### config.mk
export PLATFORM = sky130hd
export DESIGN_NAME = mtp_sequencer
export DESIGN_NICKNAME = d
export VERILOG_FILES = /design/src/mtp_pkg.sv /design/src/mtp_tick_if.sv /design/src/mtp_tick_div.sv /design/src/mtp_sync3.sv /design/src/mtp_sequencer.sv
export SDC_FILE = /design/constraint.sdc
export NUM_CORES = 2
export LEC_CHECK = 0
export BUFFER_PORTS_ARGS = -buffer_cell sky130_fd_sc_hd__buf_2
export CAP_MARGIN = 15
export CORE_MARGIN = 2
export CORE_UTILIZATION = 26
export CTS_CLUSTER_DIAMETER = 100
export CTS_CLUSTER_SIZE = 14
export DETAILED_ROUTE_END_ITERATION = 12
export GPL_ROUTABILITY_DRIVEN = 0
export PLACE_DENSITY_LB_ADDON = 0.15
export SETUP_SLACK_MARGIN = 0.3
export SLEW_MARGIN = 40
export SYNTH_ARGS = -nofsm -noshare
export SYNTH_HDL_FRONTEND = slang
export SYNTH_SLANG_ARGS = --single-unit
### constraint.sdc
create_clock -name clk_sys -period 8.3 [get_ports clk_sys]
set_clock_uncertainty 0.1 [all_clocks]
set_input_delay 0 -clock clk_sys [delete_from_list [all_inputs] [get_ports clk_sys]]
set_output_delay 0 -clock clk_sys [all_outputs]
set_load 0.01 [all_outputs]
### src/mtp_pkg.sv
package mtp_pkg;

  ////////////////////////////////////////////////////////////////////////////////
  // Timing
  localparam int CLK_PERIOD_NS = 10;          // System clock period
  localparam int MS_NS         = 1000000;     // One millisecond
  localparam int SERVO_NS      = 250000;      // Servo sample period
  localparam int MS_CYCLES     = MS_NS / CLK_PERIOD_NS;     // Cycles per millisecond
  localparam int SERVO_CYCLES  = SERVO_NS / CLK_PERIOD_NS;  // Cycles per servo sample

  ////////////////////////////////////////////////////////////////////////////////
  // Sizes
  localparam int AXES   = 8;                  // Axes served
  localparam int INPUTS = 80;                 // Digital inputs seen
  localparam int POS_W  = 32;                 // Position and argument width
  localparam int TMO_W  = 16;                 // In-position timeout width, ms

  ////////////////////////////////////////////////////////////////////////////////
  // Input numbering
  localparam int SMALL_AXES_MAX = 4;          // Largest small variant
  localparam int IN_BASE_SMALL  = 8;          // Last base input, small variant
  localparam int IN_BASE_LARGE  = 16;         // Last base input, large variant
  localparam int IN_EXT_FIRST   = 17;         // First extended input
  localparam int IN_EXT_LAST    = 80;         // Last extended input

  ////////////////////////////////////////////////////////////////////////////////
  // Codes and reset values
  localparam logic [7:0]  STOP_CODE_INPOS_TO = 8'h63;  // In-position timeout stop code
  localparam logic [7:0]  STOP_CODE_RST      = 8'h00;  // Stop code after reset
  localparam logic [31:0] TIME_RST           = 32'h0;  // Timers after reset

  // Trip command kinds
  typedef enum logic [3:0] {
    OP_MOTION_DONE,
    OP_REL_DIST,
    OP_INC_DIST,
    OP_ABS_POS,
    OP_FWD_CROSS,
    OP_REV_CROSS,
    OP_IN_POS,
    OP_INPUT,
    OP_SLEW,
    OP_REF_TIME,
    OP_PATH_DIST,
    OP_DELAY
  } mtp_op_t;

  // Evaluator states
  typedef enum logic {
    ST_IDLE,
    ST_WAIT
  } mtp_state_t;

endpackage

### src/mtp_tick_if.sv
`timescale 1ns/1ps
// One-cycle rate strobe between divider and user
interface mtp_tick_if;
  logic en;                                   // Strobe, one cycle per period
  modport src (output en);
  modport snk (input en);
endinterface

### src/mtp_tick_div.sv
`timescale 1ns/1ps
module mtp_tick_div #(
  parameter int DIV = 2
)(
  input  wire logic  clk_sys,
  input  wire logic  arst_n,
  mtp_tick_if.src    tick
);
  localparam int CW = (DIV > 1) ? $clog2(DIV) : 1;

  logic [CW-1:0] cnt;                         // Period counter
  wire           wrap = (cnt == CW'(DIV - 1)); // Last cycle of the period

  ////////////////////////////////////////////////////////////////////////////////
  // Counter and registered strobe
  always_ff @(posedge clk_sys or negedge arst_n) begin
    if (!arst_n) begin
      cnt     <= '0;
      tick.en <= 1'b0;
    end else begin
      cnt     <= wrap ? '0 : cnt + CW'(1);
      tick.en <= wrap;
    end
  end
endmodule // mtp_tick_div

### src/mtp_sync3.sv
`timescale 1ns/1ps
module mtp_sync3 #(
  parameter int W = 1
)(
  input  wire logic         clk_sys,
  input  wire logic         arst_n,
  input  wire logic [W-1:0] din,
  output logic      [W-1:0] dout
);
  logic [W-1:0] s1;                           // First stage, read only by s2
  logic [W-1:0] s2;                           // Second stage
  logic [W-1:0] s3;                           // Third stage
  wire  [W-1:0] agree = ~(s2 ^ s3);           // Bits where stages match
  wire  [W-1:0] next_dout = (s2 & agree) | (dout & ~agree);

  ////////////////////////////////////////////////////////////////////////////////
  // Three-stage sampling, change taken once two stages agree
  always_ff @(posedge clk_sys or negedge arst_n) begin
    if (!arst_n) begin
      s1   <= '0;
      s2   <= '0;
      s3   <= '0;
      dout <= '0;
    end else begin
      s1   <= din;
      s2   <= s1;
      s3   <= s2;
      dout <= next_dout;
    end
  end

endmodule // mtp_sync3

### src/mtp_sequencer.sv
// Functional notes
// - Hold sequencer while a trip is pending
// - Motion done waits listed axes, else all
// - Relative distance from move start, one axis
// - Incremental distance from last distance trip
// - Absolute position reached on one axis
// - Forward crossing, immediate if already past
// - Reverse crossing, immediate if already past
// - In position: profile done, encoder reached
// - Timeout: clear trip, code 99, jump
// - Input level: positive high, negative low
// - Input numbers 1-8, 1-16, 17-80
// - Slew speed reached on each listed axis
// - Reference time: set, wait, wait-and-rebase
// - Path distance along coordinated vector
// - Plain delay in milliseconds from start
// - Reject relative move while axis moves
// - Positions checked once per servo sample
`timescale 1ns/1ps
module mtp_sequencer import mtp_pkg::*; #(
  parameter int N_AXES    = AXES,
  parameter int N_INPUTS  = INPUTS,
  parameter int MS_DIV    = MS_CYCLES,
  parameter int SERVO_DIV = SERVO_CYCLES
)(
  input  wire logic                               clk_sys,
  input  wire logic                               arst_n,
  input  wire logic                               cmd_valid,
  output logic                                    cmd_ready,
  input  wire mtp_op_t                            cmd_op,
  input  wire logic [N_AXES-1:0]                  cmd_axis_mask,
  input  wire logic                               cmd_seq,
  input  wire logic [POS_W-1:0]                   cmd_arg,
  output logic                                    seq_hold,
  output logic                                    trip_release,
  output logic                                    cmd_error,
  output logic                                    in_position_timeout_handler,
  output logic                                    stop_code_wr,
  output logic [$clog2(N_AXES)-1:0]               stop_code_axis,
  output logic [7:0]                              stop_code,
  input  wire logic                               rel_cmd_valid,
  input  wire logic [$clog2(N_AXES)-1:0]          rel_cmd_axis,
  output logic                                    rel_cmd_accept,
  output logic                                    rel_cmd_reject,
  input  wire logic [N_AXES-1:0]                  prof_moving,
  input  wire logic [N_AXES-1:0]                  prof_at_slew,
  input  wire logic                               seq_moving,
  input  wire logic [N_AXES-1:0][POS_W-1:0]       cmd_position,
  input  wire logic [N_AXES-1:0][POS_W-1:0]       enc_position,
  input  wire logic [POS_W-1:0]                   path_distance,
  input  wire logic [N_AXES-1:0][TMO_W-1:0]       in_position_timeout,
  input  wire logic [N_INPUTS-1:0]                din_pin
);
  localparam int AXW = $clog2(N_AXES);        // Axis index width
  localparam int IW  = $clog2(N_INPUTS);      // Input index width

  ////////////////////////////////////////////////////////////////////////////////
  // Rate strobes and input sampling
  mtp_tick_if ms_tick ();                     // Millisecond strobe
  mtp_tick_if servo_tick ();                  // Servo sample strobe

  mtp_tick_div #(.DIV(MS_DIV)) u_ms_div (
    .clk_sys (clk_sys),
    .arst_n  (arst_n),
    .tick    (ms_tick.src)
  );

  mtp_tick_div #(.DIV(SERVO_DIV)) u_servo_div (
    .clk_sys (clk_sys),
    .arst_n  (arst_n),
    .tick    (servo_tick.src)
  );

  logic [N_INPUTS-1:0] din_s;                 // Inputs after synchroniser

  mtp_sync3 #(.W(N_INPUTS)) u_din_sync (
    .clk_sys (clk_sys),
    .arst_n  (arst_n),
    .din     (din_pin),
    .dout    (din_s)
  );

  wire servo_en = servo_tick.en;              // One cycle per servo sample
  wire ms_en    = ms_tick.en;                 // One cycle per millisecond

  ////////////////////////////////////////////////////////////////////////////////
  // State
  mtp_state_t                 state;          // Idle or waiting
  mtp_op_t                    op_q;           // Pending trip kind
  logic [N_AXES-1:0]          mask_q;         // Axes named by the trip
  logic                       seq_q;          // Coordinated sequence named
  logic [AXW-1:0]             ax_q;           // Single axis of the trip
  logic signed [POS_W-1:0]    target;         // Position, distance or time goal
  logic                       dir_up;         // Approach direction or input level
  logic                       ref_neg;        // Reference wait that rebases
  logic [IW-1:0]              in_idx_q;       // Watched input
  logic [TMO_W-1:0]           tmo_q;          // Timeout of the in-position wait
  logic [31:0]                ms_now;         // Free millisecond count
  logic [31:0]                ref_time;       // Reference time
  logic [31:0]                wt_start;       // Wait start time
  logic signed [POS_W-1:0]    start_pos [N_AXES]; // Commanded position at move start
  logic signed [POS_W-1:0]    inc_ref [N_AXES];   // Last distance trip point
  logic signed [POS_W-1:0]    path_ref;       // Last path distance trip point
  logic [N_AXES-1:0]          moving_q;       // Motion flags, one cycle back
  logic                       seq_moving_q;   // Sequence flag, one cycle back

  // Lowest axis named in a mask
  function automatic logic [AXW-1:0] first_axis(input logic [N_AXES-1:0] m);
    logic [AXW-1:0] r;
    r = '0;
    for (int i = N_AXES - 1; i >= 0; i--) begin
      if (m[i]) r = AXW'(i);
    end
    return r;
  endfunction

  ////////////////////////////////////////////////////////////////////////////////
  // Command decode at acceptance
  wire                    cmd_take  = cmd_valid && cmd_ready;
  wire [AXW-1:0]          ax_sel    = first_axis(cmd_axis_mask);
  wire signed [POS_W-1:0] arg_s     = $signed(cmd_arg);
  wire [POS_W-1:0]        arg_mag   = arg_s[POS_W-1] ? POS_W'(-arg_s) : cmd_arg;
  wire signed [POS_W-1:0] sel_cmd   = $signed(cmd_position[ax_sel]);
  wire signed [POS_W-1:0] sel_enc   = $signed(enc_position[ax_sel]);
  wire                    one_axis  = $onehot(cmd_axis_mask);
  wire                    need_one  = (cmd_op == OP_REL_DIST) || (cmd_op == OP_INC_DIST) ||
                                      (cmd_op == OP_ABS_POS) || (cmd_op == OP_FWD_CROSS) ||
                                      (cmd_op == OP_REV_CROSS) || (cmd_op == OP_IN_POS);
  // Valid input numbers depend on axis count
  wire [POS_W-1:0]        in_base   = (N_AXES <= SMALL_AXES_MAX) ? POS_W'(IN_BASE_SMALL)
                                                                 : POS_W'(IN_BASE_LARGE);
  wire                    in_ok     = ((arg_mag >= POS_W'(1)) && (arg_mag <= in_base)) ||
                                      ((arg_mag >= POS_W'(IN_EXT_FIRST)) &&
                                       (arg_mag <= POS_W'(IN_EXT_LAST)) &&
                                       (arg_mag <= POS_W'(N_INPUTS)));
  wire                    cmd_bad   = (need_one && !one_axis) ||
                                      ((cmd_op == OP_INPUT) && !in_ok);
  // Goal for each kind
  wire signed [POS_W-1:0] next_target =
      (cmd_op == OP_REL_DIST)  ? start_pos[ax_sel] + arg_s :
      (cmd_op == OP_INC_DIST)  ? inc_ref[ax_sel] + arg_s :
      (cmd_op == OP_PATH_DIST) ? path_ref + arg_s :
      (cmd_op == OP_REF_TIME || cmd_op == OP_DELAY) ? $signed(arg_mag) : arg_s;
  // Direction of approach, or wanted input level
  wire next_dir_up =
      (cmd_op == OP_ABS_POS) ? (arg_s >= sel_cmd) :
      (cmd_op == OP_IN_POS)  ? (arg_s >= sel_enc) :
      (cmd_op == OP_INPUT)   ? !arg_s[POS_W-1] :
      !arg_s[POS_W-1];

  ////////////////////////////////////////////////////////////////////////////////
  // Trip conditions on the pending trip
  wire signed [POS_W-1:0] cur_cmd   = $signed(cmd_position[ax_q]);
  wire signed [POS_W-1:0] cur_enc   = $signed(enc_position[ax_q]);
  wire [31:0]             target_u  = target;
  wire [31:0]             elapsed_r = ms_now - ref_time;
  wire [31:0]             elapsed_w = ms_now - wt_start;
  wire reach_cmd = dir_up ? (cur_cmd >= target) : (cur_cmd <= target);
  wire reach_enc = dir_up ? (cur_enc >= target) : (cur_enc <= target);
  wire c_done  = (mask_q == '0 && !seq_q) ? ~|prof_moving :
                 (~|(prof_moving & mask_q) && !(seq_q && seq_moving));
  wire c_fwd   = cur_enc >= target;
  wire c_rev   = cur_enc <= target;
  wire c_inpos = !prof_moving[ax_q] && reach_enc;
  wire c_input = din_s[in_idx_q] == dir_up;
  wire c_slew  = (prof_at_slew & mask_q) == mask_q;
  wire c_path  = $signed(path_distance) >= target;
  wire cond =
      (op_q == OP_MOTION_DONE) ? c_done :
      (op_q == OP_REL_DIST)    ? reach_cmd :
      (op_q == OP_INC_DIST)    ? reach_cmd :
      (op_q == OP_ABS_POS)     ? reach_cmd :
      (op_q == OP_FWD_CROSS)   ? c_fwd :
      (op_q == OP_REV_CROSS)   ? c_rev :
      (op_q == OP_IN_POS)      ? c_inpos :
      (op_q == OP_INPUT)       ? c_input :
      (op_q == OP_SLEW)        ? c_slew :
      (op_q == OP_REF_TIME)    ? (elapsed_r >= target_u) :
      (op_q == OP_PATH_DIST)   ? c_path :
      (elapsed_w >= target_u);
  wire tmo_hit  = (op_q == OP_IN_POS) && (tmo_q != '0) &&
                  (elapsed_w >= {{(32 - TMO_W){1'b0}}, tmo_q});
  wire eval     = (state == ST_WAIT) && servo_en;
  wire fire     = eval && cond;
  wire time_out = eval && !cond && tmo_hit;

  assign cmd_ready = (state == ST_IDLE);
  assign seq_hold  = (state == ST_WAIT);

  ////////////////////////////////////////////////////////////////////////////////
  // Evaluator state machine
  always_ff @(posedge clk_sys or negedge arst_n) begin
    if (!arst_n) begin
      state <= ST_IDLE;
    end else begin
      case (state)
        ST_IDLE: begin
          if (cmd_take && !cmd_bad) state <= ST_WAIT;
        end
        ST_WAIT: begin
          if (fire || time_out) state <= ST_IDLE;
        end
        default: state <= ST_IDLE;
      endcase
    end
  end

  // Latch the trip on acceptance
  always_ff @(posedge clk_sys or negedge arst_n) begin
    if (!arst_n) begin
      op_q     <= OP_MOTION_DONE;
      mask_q   <= '0;
      seq_q    <= 1'b0;
      ax_q     <= '0;
      target   <= '0;
      dir_up   <= 1'b0;
      ref_neg  <= 1'b0;
      in_idx_q <= '0;
      tmo_q    <= '0;
      wt_start <= TIME_RST;
    end else if (cmd_take && !cmd_bad) begin
      op_q     <= cmd_op;
      mask_q   <= cmd_axis_mask;
      seq_q    <= cmd_seq;
      ax_q     <= ax_sel;
      target   <= next_target;
      dir_up   <= next_dir_up;
      ref_neg  <= arg_s[POS_W-1];
      in_idx_q <= IW'(arg_mag - POS_W'(1));
      tmo_q    <= in_position_timeout[ax_sel];
      wt_start <= ms_now;
    end
  end

  // Millisecond time base and reference
  always_ff @(posedge clk_sys or negedge arst_n) begin
    if (!arst_n) begin
      ms_now   <= TIME_RST;
      ref_time <= TIME_RST;
    end else begin
      if (ms_en) ms_now <= ms_now + 32'h1;
      if (cmd_take && cmd_op == OP_REF_TIME && arg_mag == '0) begin
        ref_time <= ms_now;
      end else if (fire && op_q == OP_REF_TIME && ref_neg) begin
        ref_time <= ref_time + target_u;
      end
    end
  end

  // Move start positions and distance trip points
  always_ff @(posedge clk_sys or negedge arst_n) begin
    if (!arst_n) begin
      moving_q     <= '0;
      seq_moving_q <= 1'b0;
      path_ref     <= '0;
      for (int i = 0; i < N_AXES; i++) begin
        start_pos[i] <= '0;
        inc_ref[i]   <= '0;
      end
    end else begin
      moving_q     <= prof_moving;
      seq_moving_q <= seq_moving;
      for (int i = 0; i < N_AXES; i++) begin
        if (prof_moving[i] && !moving_q[i]) begin
          start_pos[i] <= $signed(cmd_position[i]);
          inc_ref[i]   <= $signed(cmd_position[i]);
        end
      end
      if (fire && (op_q == OP_INC_DIST || op_q == OP_REL_DIST)) begin
        inc_ref[ax_q] <= target;
      end
      if (seq_moving && !seq_moving_q) begin
        path_ref <= '0;
      end else if (fire && op_q == OP_PATH_DIST) begin
        path_ref <= target;
      end
    end
  end

  ////////////////////////////////////////////////////////////////////////////////
  // Registered answers to the sequencer
  always_ff @(posedge clk_sys or negedge arst_n) begin
    if (!arst_n) begin
      trip_release                <= 1'b0;
      cmd_error                   <= 1'b0;
      in_position_timeout_handler <= 1'b0;
      stop_code_wr                <= 1'b0;
    end else begin
      trip_release                <= fire;
      cmd_error                   <= cmd_take && cmd_bad;
      in_position_timeout_handler <= time_out;
      stop_code_wr                <= time_out;
    end
  end

  // Stop code of the timed-out axis
  always_ff @(posedge clk_sys or negedge arst_n) begin
    if (!arst_n) begin
      stop_code      <= STOP_CODE_RST;
      stop_code_axis <= '0;
    end else if (time_out) begin
      stop_code      <= STOP_CODE_INPOS_TO;
      stop_code_axis <= ax_q;
    end
  end

  // Relative move check against axis motion
  always_ff @(posedge clk_sys or negedge arst_n) begin
    if (!arst_n) begin
      rel_cmd_accept <= 1'b0;
      rel_cmd_reject <= 1'b0;
    end else begin
      rel_cmd_accept <= rel_cmd_valid && !prof_moving[rel_cmd_axis];
      rel_cmd_reject <= rel_cmd_valid && prof_moving[rel_cmd_axis];
    end
  end
endmodule // mtp_sequencer

==> flow_summary.toml <==
[synth]
synth_edf_count = 0
synth_area_sq_mm = 0.0701
ys.flop_type = "dfrtp_1"
synth_warnings = 0
ys_seq_elements = 1086
ys_seq_area_frac = 0.388
avgSynthCellArea_sq_um = 8.54
synth_async_sr_flop_share = 1.00
netlist_instances = 8212
ys_types = 86

[power]
power.share.clock = 0.296
switchingPower_mw = 5.51
comb_power_share = 0.300
seqPwrFrac = 0.404
p_int_mw = 9.62
sw_frac_of_total = 0.364
power.density_mw_per_mm2 = 172
vdd_drop_max_mv = 0.169
leakage_nw = 40.9

[worst_hold_path]
min_delay_worst_endpoint = "start_pos[124]$_DFFE_PN0P_"
min_path_type = "in -> reg"
hold_start = "cmd_position[156]"
hold-path-cell-count = 4

[clocking]
htree_levels = 3
hold_buffers = 577
cts_num_sinks = 1086
cts_tree = "yes"
clock_latency_ns = 0.79
clk_path_buf_depth = 3
cts_resized = 0
clkTransAtPathRegs_ns = 0.07
cts_buffers = 95
root_buffer = "clkbuf_16"
post-cts-setup-buffers = 0

[global_route]
antenna_found_initial = 184
grt_pass1_wl_mm = 533
grt_max_degree = 110
grt_pass1_vias = 68900
track_usage = 0.272
grt_overflow_total = 0

[timing]
max-slew-margin-rel = 0.337
fmax_mhz = 137
setup_violations = 0
fin_crit_sh = 0.881
setup_tns_ns = 0
whs_ns = 0.0509
finalHoldViolCount = 0
fin_crit_ns = 7.32
rsz0062_at_grt = "no"
drv_slew = 0
worstMarginPinSlew_ns = 0.990

[critical_path]
crit_fanout = 26
crit_slowest_cell = "or4_1"
cp_num_buf_inv = 2
worstPathArrival_ns = 7.85
r2r-end = "inc_ref[131]$_DFF_PN0_"
crit_path_start_kind = "register"
worstPathRequired_ns = 8.84
crit_chain = "ha_1, nor2b_1, o31a_1, o31a_1, o21ba_2, o2111ai_1, a31oi_1, o21a_1, o41ai_1, o21ai_0, a21oi_1, xnor2_1, ha_1, nand4_1, or4_1, a41o_1, or4_1, o31ai_2, buf_4, nand4_1, buf_4, nor2_1, a21oi_1"
rr_startpoint = "ms_now[1]$_DFFE_PN0P_"
max_stage_delay_ns = 0.54
r2r_slack_ns = 0.98
path_delay_family = "compound AO/OA/AOI/OAI gates"
reg2reg_depth = 23
worstSetupEndpointType = "register"
criticalPathCategory = "reg -> reg"

[die]
dieArea_sq_mm = 0.274
start_util = 0.262
io_pins = 840
coreArea_sq_mm = 0.268
num_rows = 190
die_y_microns = 523
fp.dieW_microns = 523

[route]
wl_per_cell_microns = 29.5
dr_total_vias = 72100
drt-vias-per-instance = 5.52
drt_first_iter_violations = 8433
ant_nets = 0
drtPass1Iterations = 6
drc = 0
wl_mm = 385

[finish]
fin_nets = 10700
area_growth_pct = 25.6
drive_gt1_frac = 0.157

[placement]
port_buffers = 835
dpl.hpwl_mm = 289

[job]
max_cap_violations = 0

[run_status]
status = "completed"
-- sequential cells by signal (all words and copies together) (netlist names), 4 cells and up, named ones only --
signal           cells
moving_q             8
path_ref            32
in_idx_q             7
inc_ref            256
wt_start            32
u_din_sync.s2       80
ms_now              32
u_din_sync.s1       80
u_ms_div.cnt        17
target              32
ref_time            32
u_servo_div.cnt     15
mask_q               8
tmo_q               16
start_pos          256
u_din_sync.s3       80
op_q                 4
-- power groups by stage --
| stage | logic (mW) | clock network (mW) | registers, mW |
|---|---|---|---|
| 4_1_cts | 4.45 | 4.59 | 6.11 |
| 3_3_place_gp | 4.09 | 0 | 6.19 |
| 5_1_grt | 4.84 | 4.79 | 6.17 |
| 3_5_place_dp | 4.17 | 0 | 6.21 |
| 2_1_floorplan | 2.30 | 0 | 6.08 |
| 6_report | 4.54 | 4.47 | 6.12 |
-- cells by family after synthesis --
group,after synthesis,share of synthesized area
buffers and inverters,734,0.0407
adder cells (fa/ha/maj),524,0.0917
XOR/XNOR,252,0.0315
AO/OA/AOI/OAI,1747,0.163
multiplexers,454,0.0723
flip-flops,1086,0.388
AND/OR/NAND/NOR,3414,0.213
other,1,0.0000535
-- cells in the mapped netlist, drive strengths merged (10+ instances only) --
master | instances | area (sq um)
o31ai | 22 | 165
a221oi | 12 | 105
dfrtp | 1086 | 27200
buf | 84 | 413
nor3 | 66 | 330
ha | 434 | 5430
a211oi | 56 | 420
mux2i | 242 | 2420
o211ai | 46 | 345
or3 | 22 | 138
o2111ai | 13 | 114
nand3 | 571 | 2860
o21a | 43 | 323
or4 | 17 | 139
a311oi | 84 | 736
a22oi | 267 | 2000
a31oi | 166 | 1040
or2 | 13 | 81.3
and3 | 106 | 663
and2 | 15 | 93.8
o21bai | 25 | 188
clkbuf | 456 | 1710
maj3 | 80 | 801
nand2b | 47 | 294
o21ai | 288 | 1440
a21o | 100 | 751
mux4 | 23 | 518
xor2 | 105 | 920
a21oi | 435 | 2180
nor2 | 506 | 1900
nor2b | 47 | 294
mux2 | 189 | 2130
a21boi | 39 | 293
a221o | 26 | 260
xnor2 | 147 | 1290
nand4 | 148 | 926
nor4 | 28 | 181
inv | 193 | 724
o22ai | 22 | 138
nand2 | 1788 | 6710
fa | 10 | 200
-- metrics by stage --
stage / setup slack, ns / instance area, sq um / std cells / total power, mW / util
6_report: 0.984 / 88000 / 13100 / 15.1 / 0.328
2_1_floorplan: 2.09 / 70100 / 8215 / 8.38 / -
3_3_place_gp: 1.11 / 78900 / 12300 / 10.3 / 0.294
4_1_cts: 1.07 / 87800 / 13000 / 15.2 / 0.328
5_1_grt: 0.475 / 88000 / 13000 / 15.8 / 0.328
3_5_place_dp: 1.12 / 79200 / 12300 / 10.4 / 0.295
-- placed cells by master, fill, tap and decap left out, types with 39 or more instances in the layout --
cell type,netlist,routed
o21ai_0,278,264
a22oi_1,267,267
ha_1,434,434
a21boi_0,39,39
nor2_1,506,503
a21o_1,100,100
xnor2_1,147,147
mux2i_1,242,242
nand4_1,148,148
a21oi_1,435,433
dlygate4sd3_1,0,576
o21a_1,43,43
buf_2,15,834
nand3_1,571,568
nand2_1,1788,1788
o211ai_1,46,46
maj3_1,80,80
mux2_2,189,189
xor2_1,105,105
a311oi_1,84,83
inv_1,193,186
a211oi_1,56,56
dfrtp_1,1086,1083
and3_1,106,105
nor2b_1,47,42
nor3_1,66,62
clkbuf_16,0,95
buf_4,17,178
diode_2,0,67
a31oi_1,166,160
-- worst reg2reg max path: cells and delay by family, from the launching register on --
| family | cells | cell delay (ns) |
|---|---|---|
| buf+inv | 2 | 0.75 |
| flops | 1 | 0.51 |
| compound gates | 12 | 3.17 |
| xor+xnor | 1 | 0.09 |
| fa+ha+maj | 2 | 0.63 |
| simple gates | 6 | 1.94 |
-- worst max path at each step --
stage | from | to | cells after the start
2_1_floorplan | ms_now[1]$_DFFE_PN0P_ | path_ref[10]$_DFFE_PN0P_ | 23
3_3_place_gp | ms_now[1]$_DFFE_PN0P_ | inc_ref[139]$_DFF_PN0_ | 23
3_5_place_dp | ms_now[1]$_DFFE_PN0P_ | inc_ref[132]$_DFF_PN0_ | 23
4_1_cts | ms_now[1]$_DFFE_PN0P_ | inc_ref[152]$_DFF_PN0_ | 23
5_1_grt | ms_now[1]$_DFFE_PN0P_ | inc_ref[152]$_DFF_PN0_ | 23
6_report | ms_now[1]$_DFFE_PN0P_ | inc_ref[131]$_DFF_PN0_ | 23
-- metal layers --
| layer | share of wire | vias up | wire [microns] | track usage |
|---|---|---|---|---|
| li1 | - | 31700 | - | - |
| met1 | 0.42 | 35700 | 161000 | 0.359 |
| met2 | 0.43 | 3695 | 166000 | 0.412 |
| met3 | 0.090 | 876 | 34700 | 0.0643 |
| met4 | 0.059 | 112 | 22800 | 0.142 |
| met5 | 0.0020 | - | 758 | 0 |
-- layout make-up --
cell class                 count  area, sq um
antenna                       67          168
inverter                     194          728
fill                       28100       180000
multi-input combinational   6395        40500
timing repair buffer        1638        12300
tap                         3552         4440
clock inverter                22          380
sequential                  1086        27200
clock buffer                 101         2430
No activity file was read; power rests on OpenSTA's default activity.
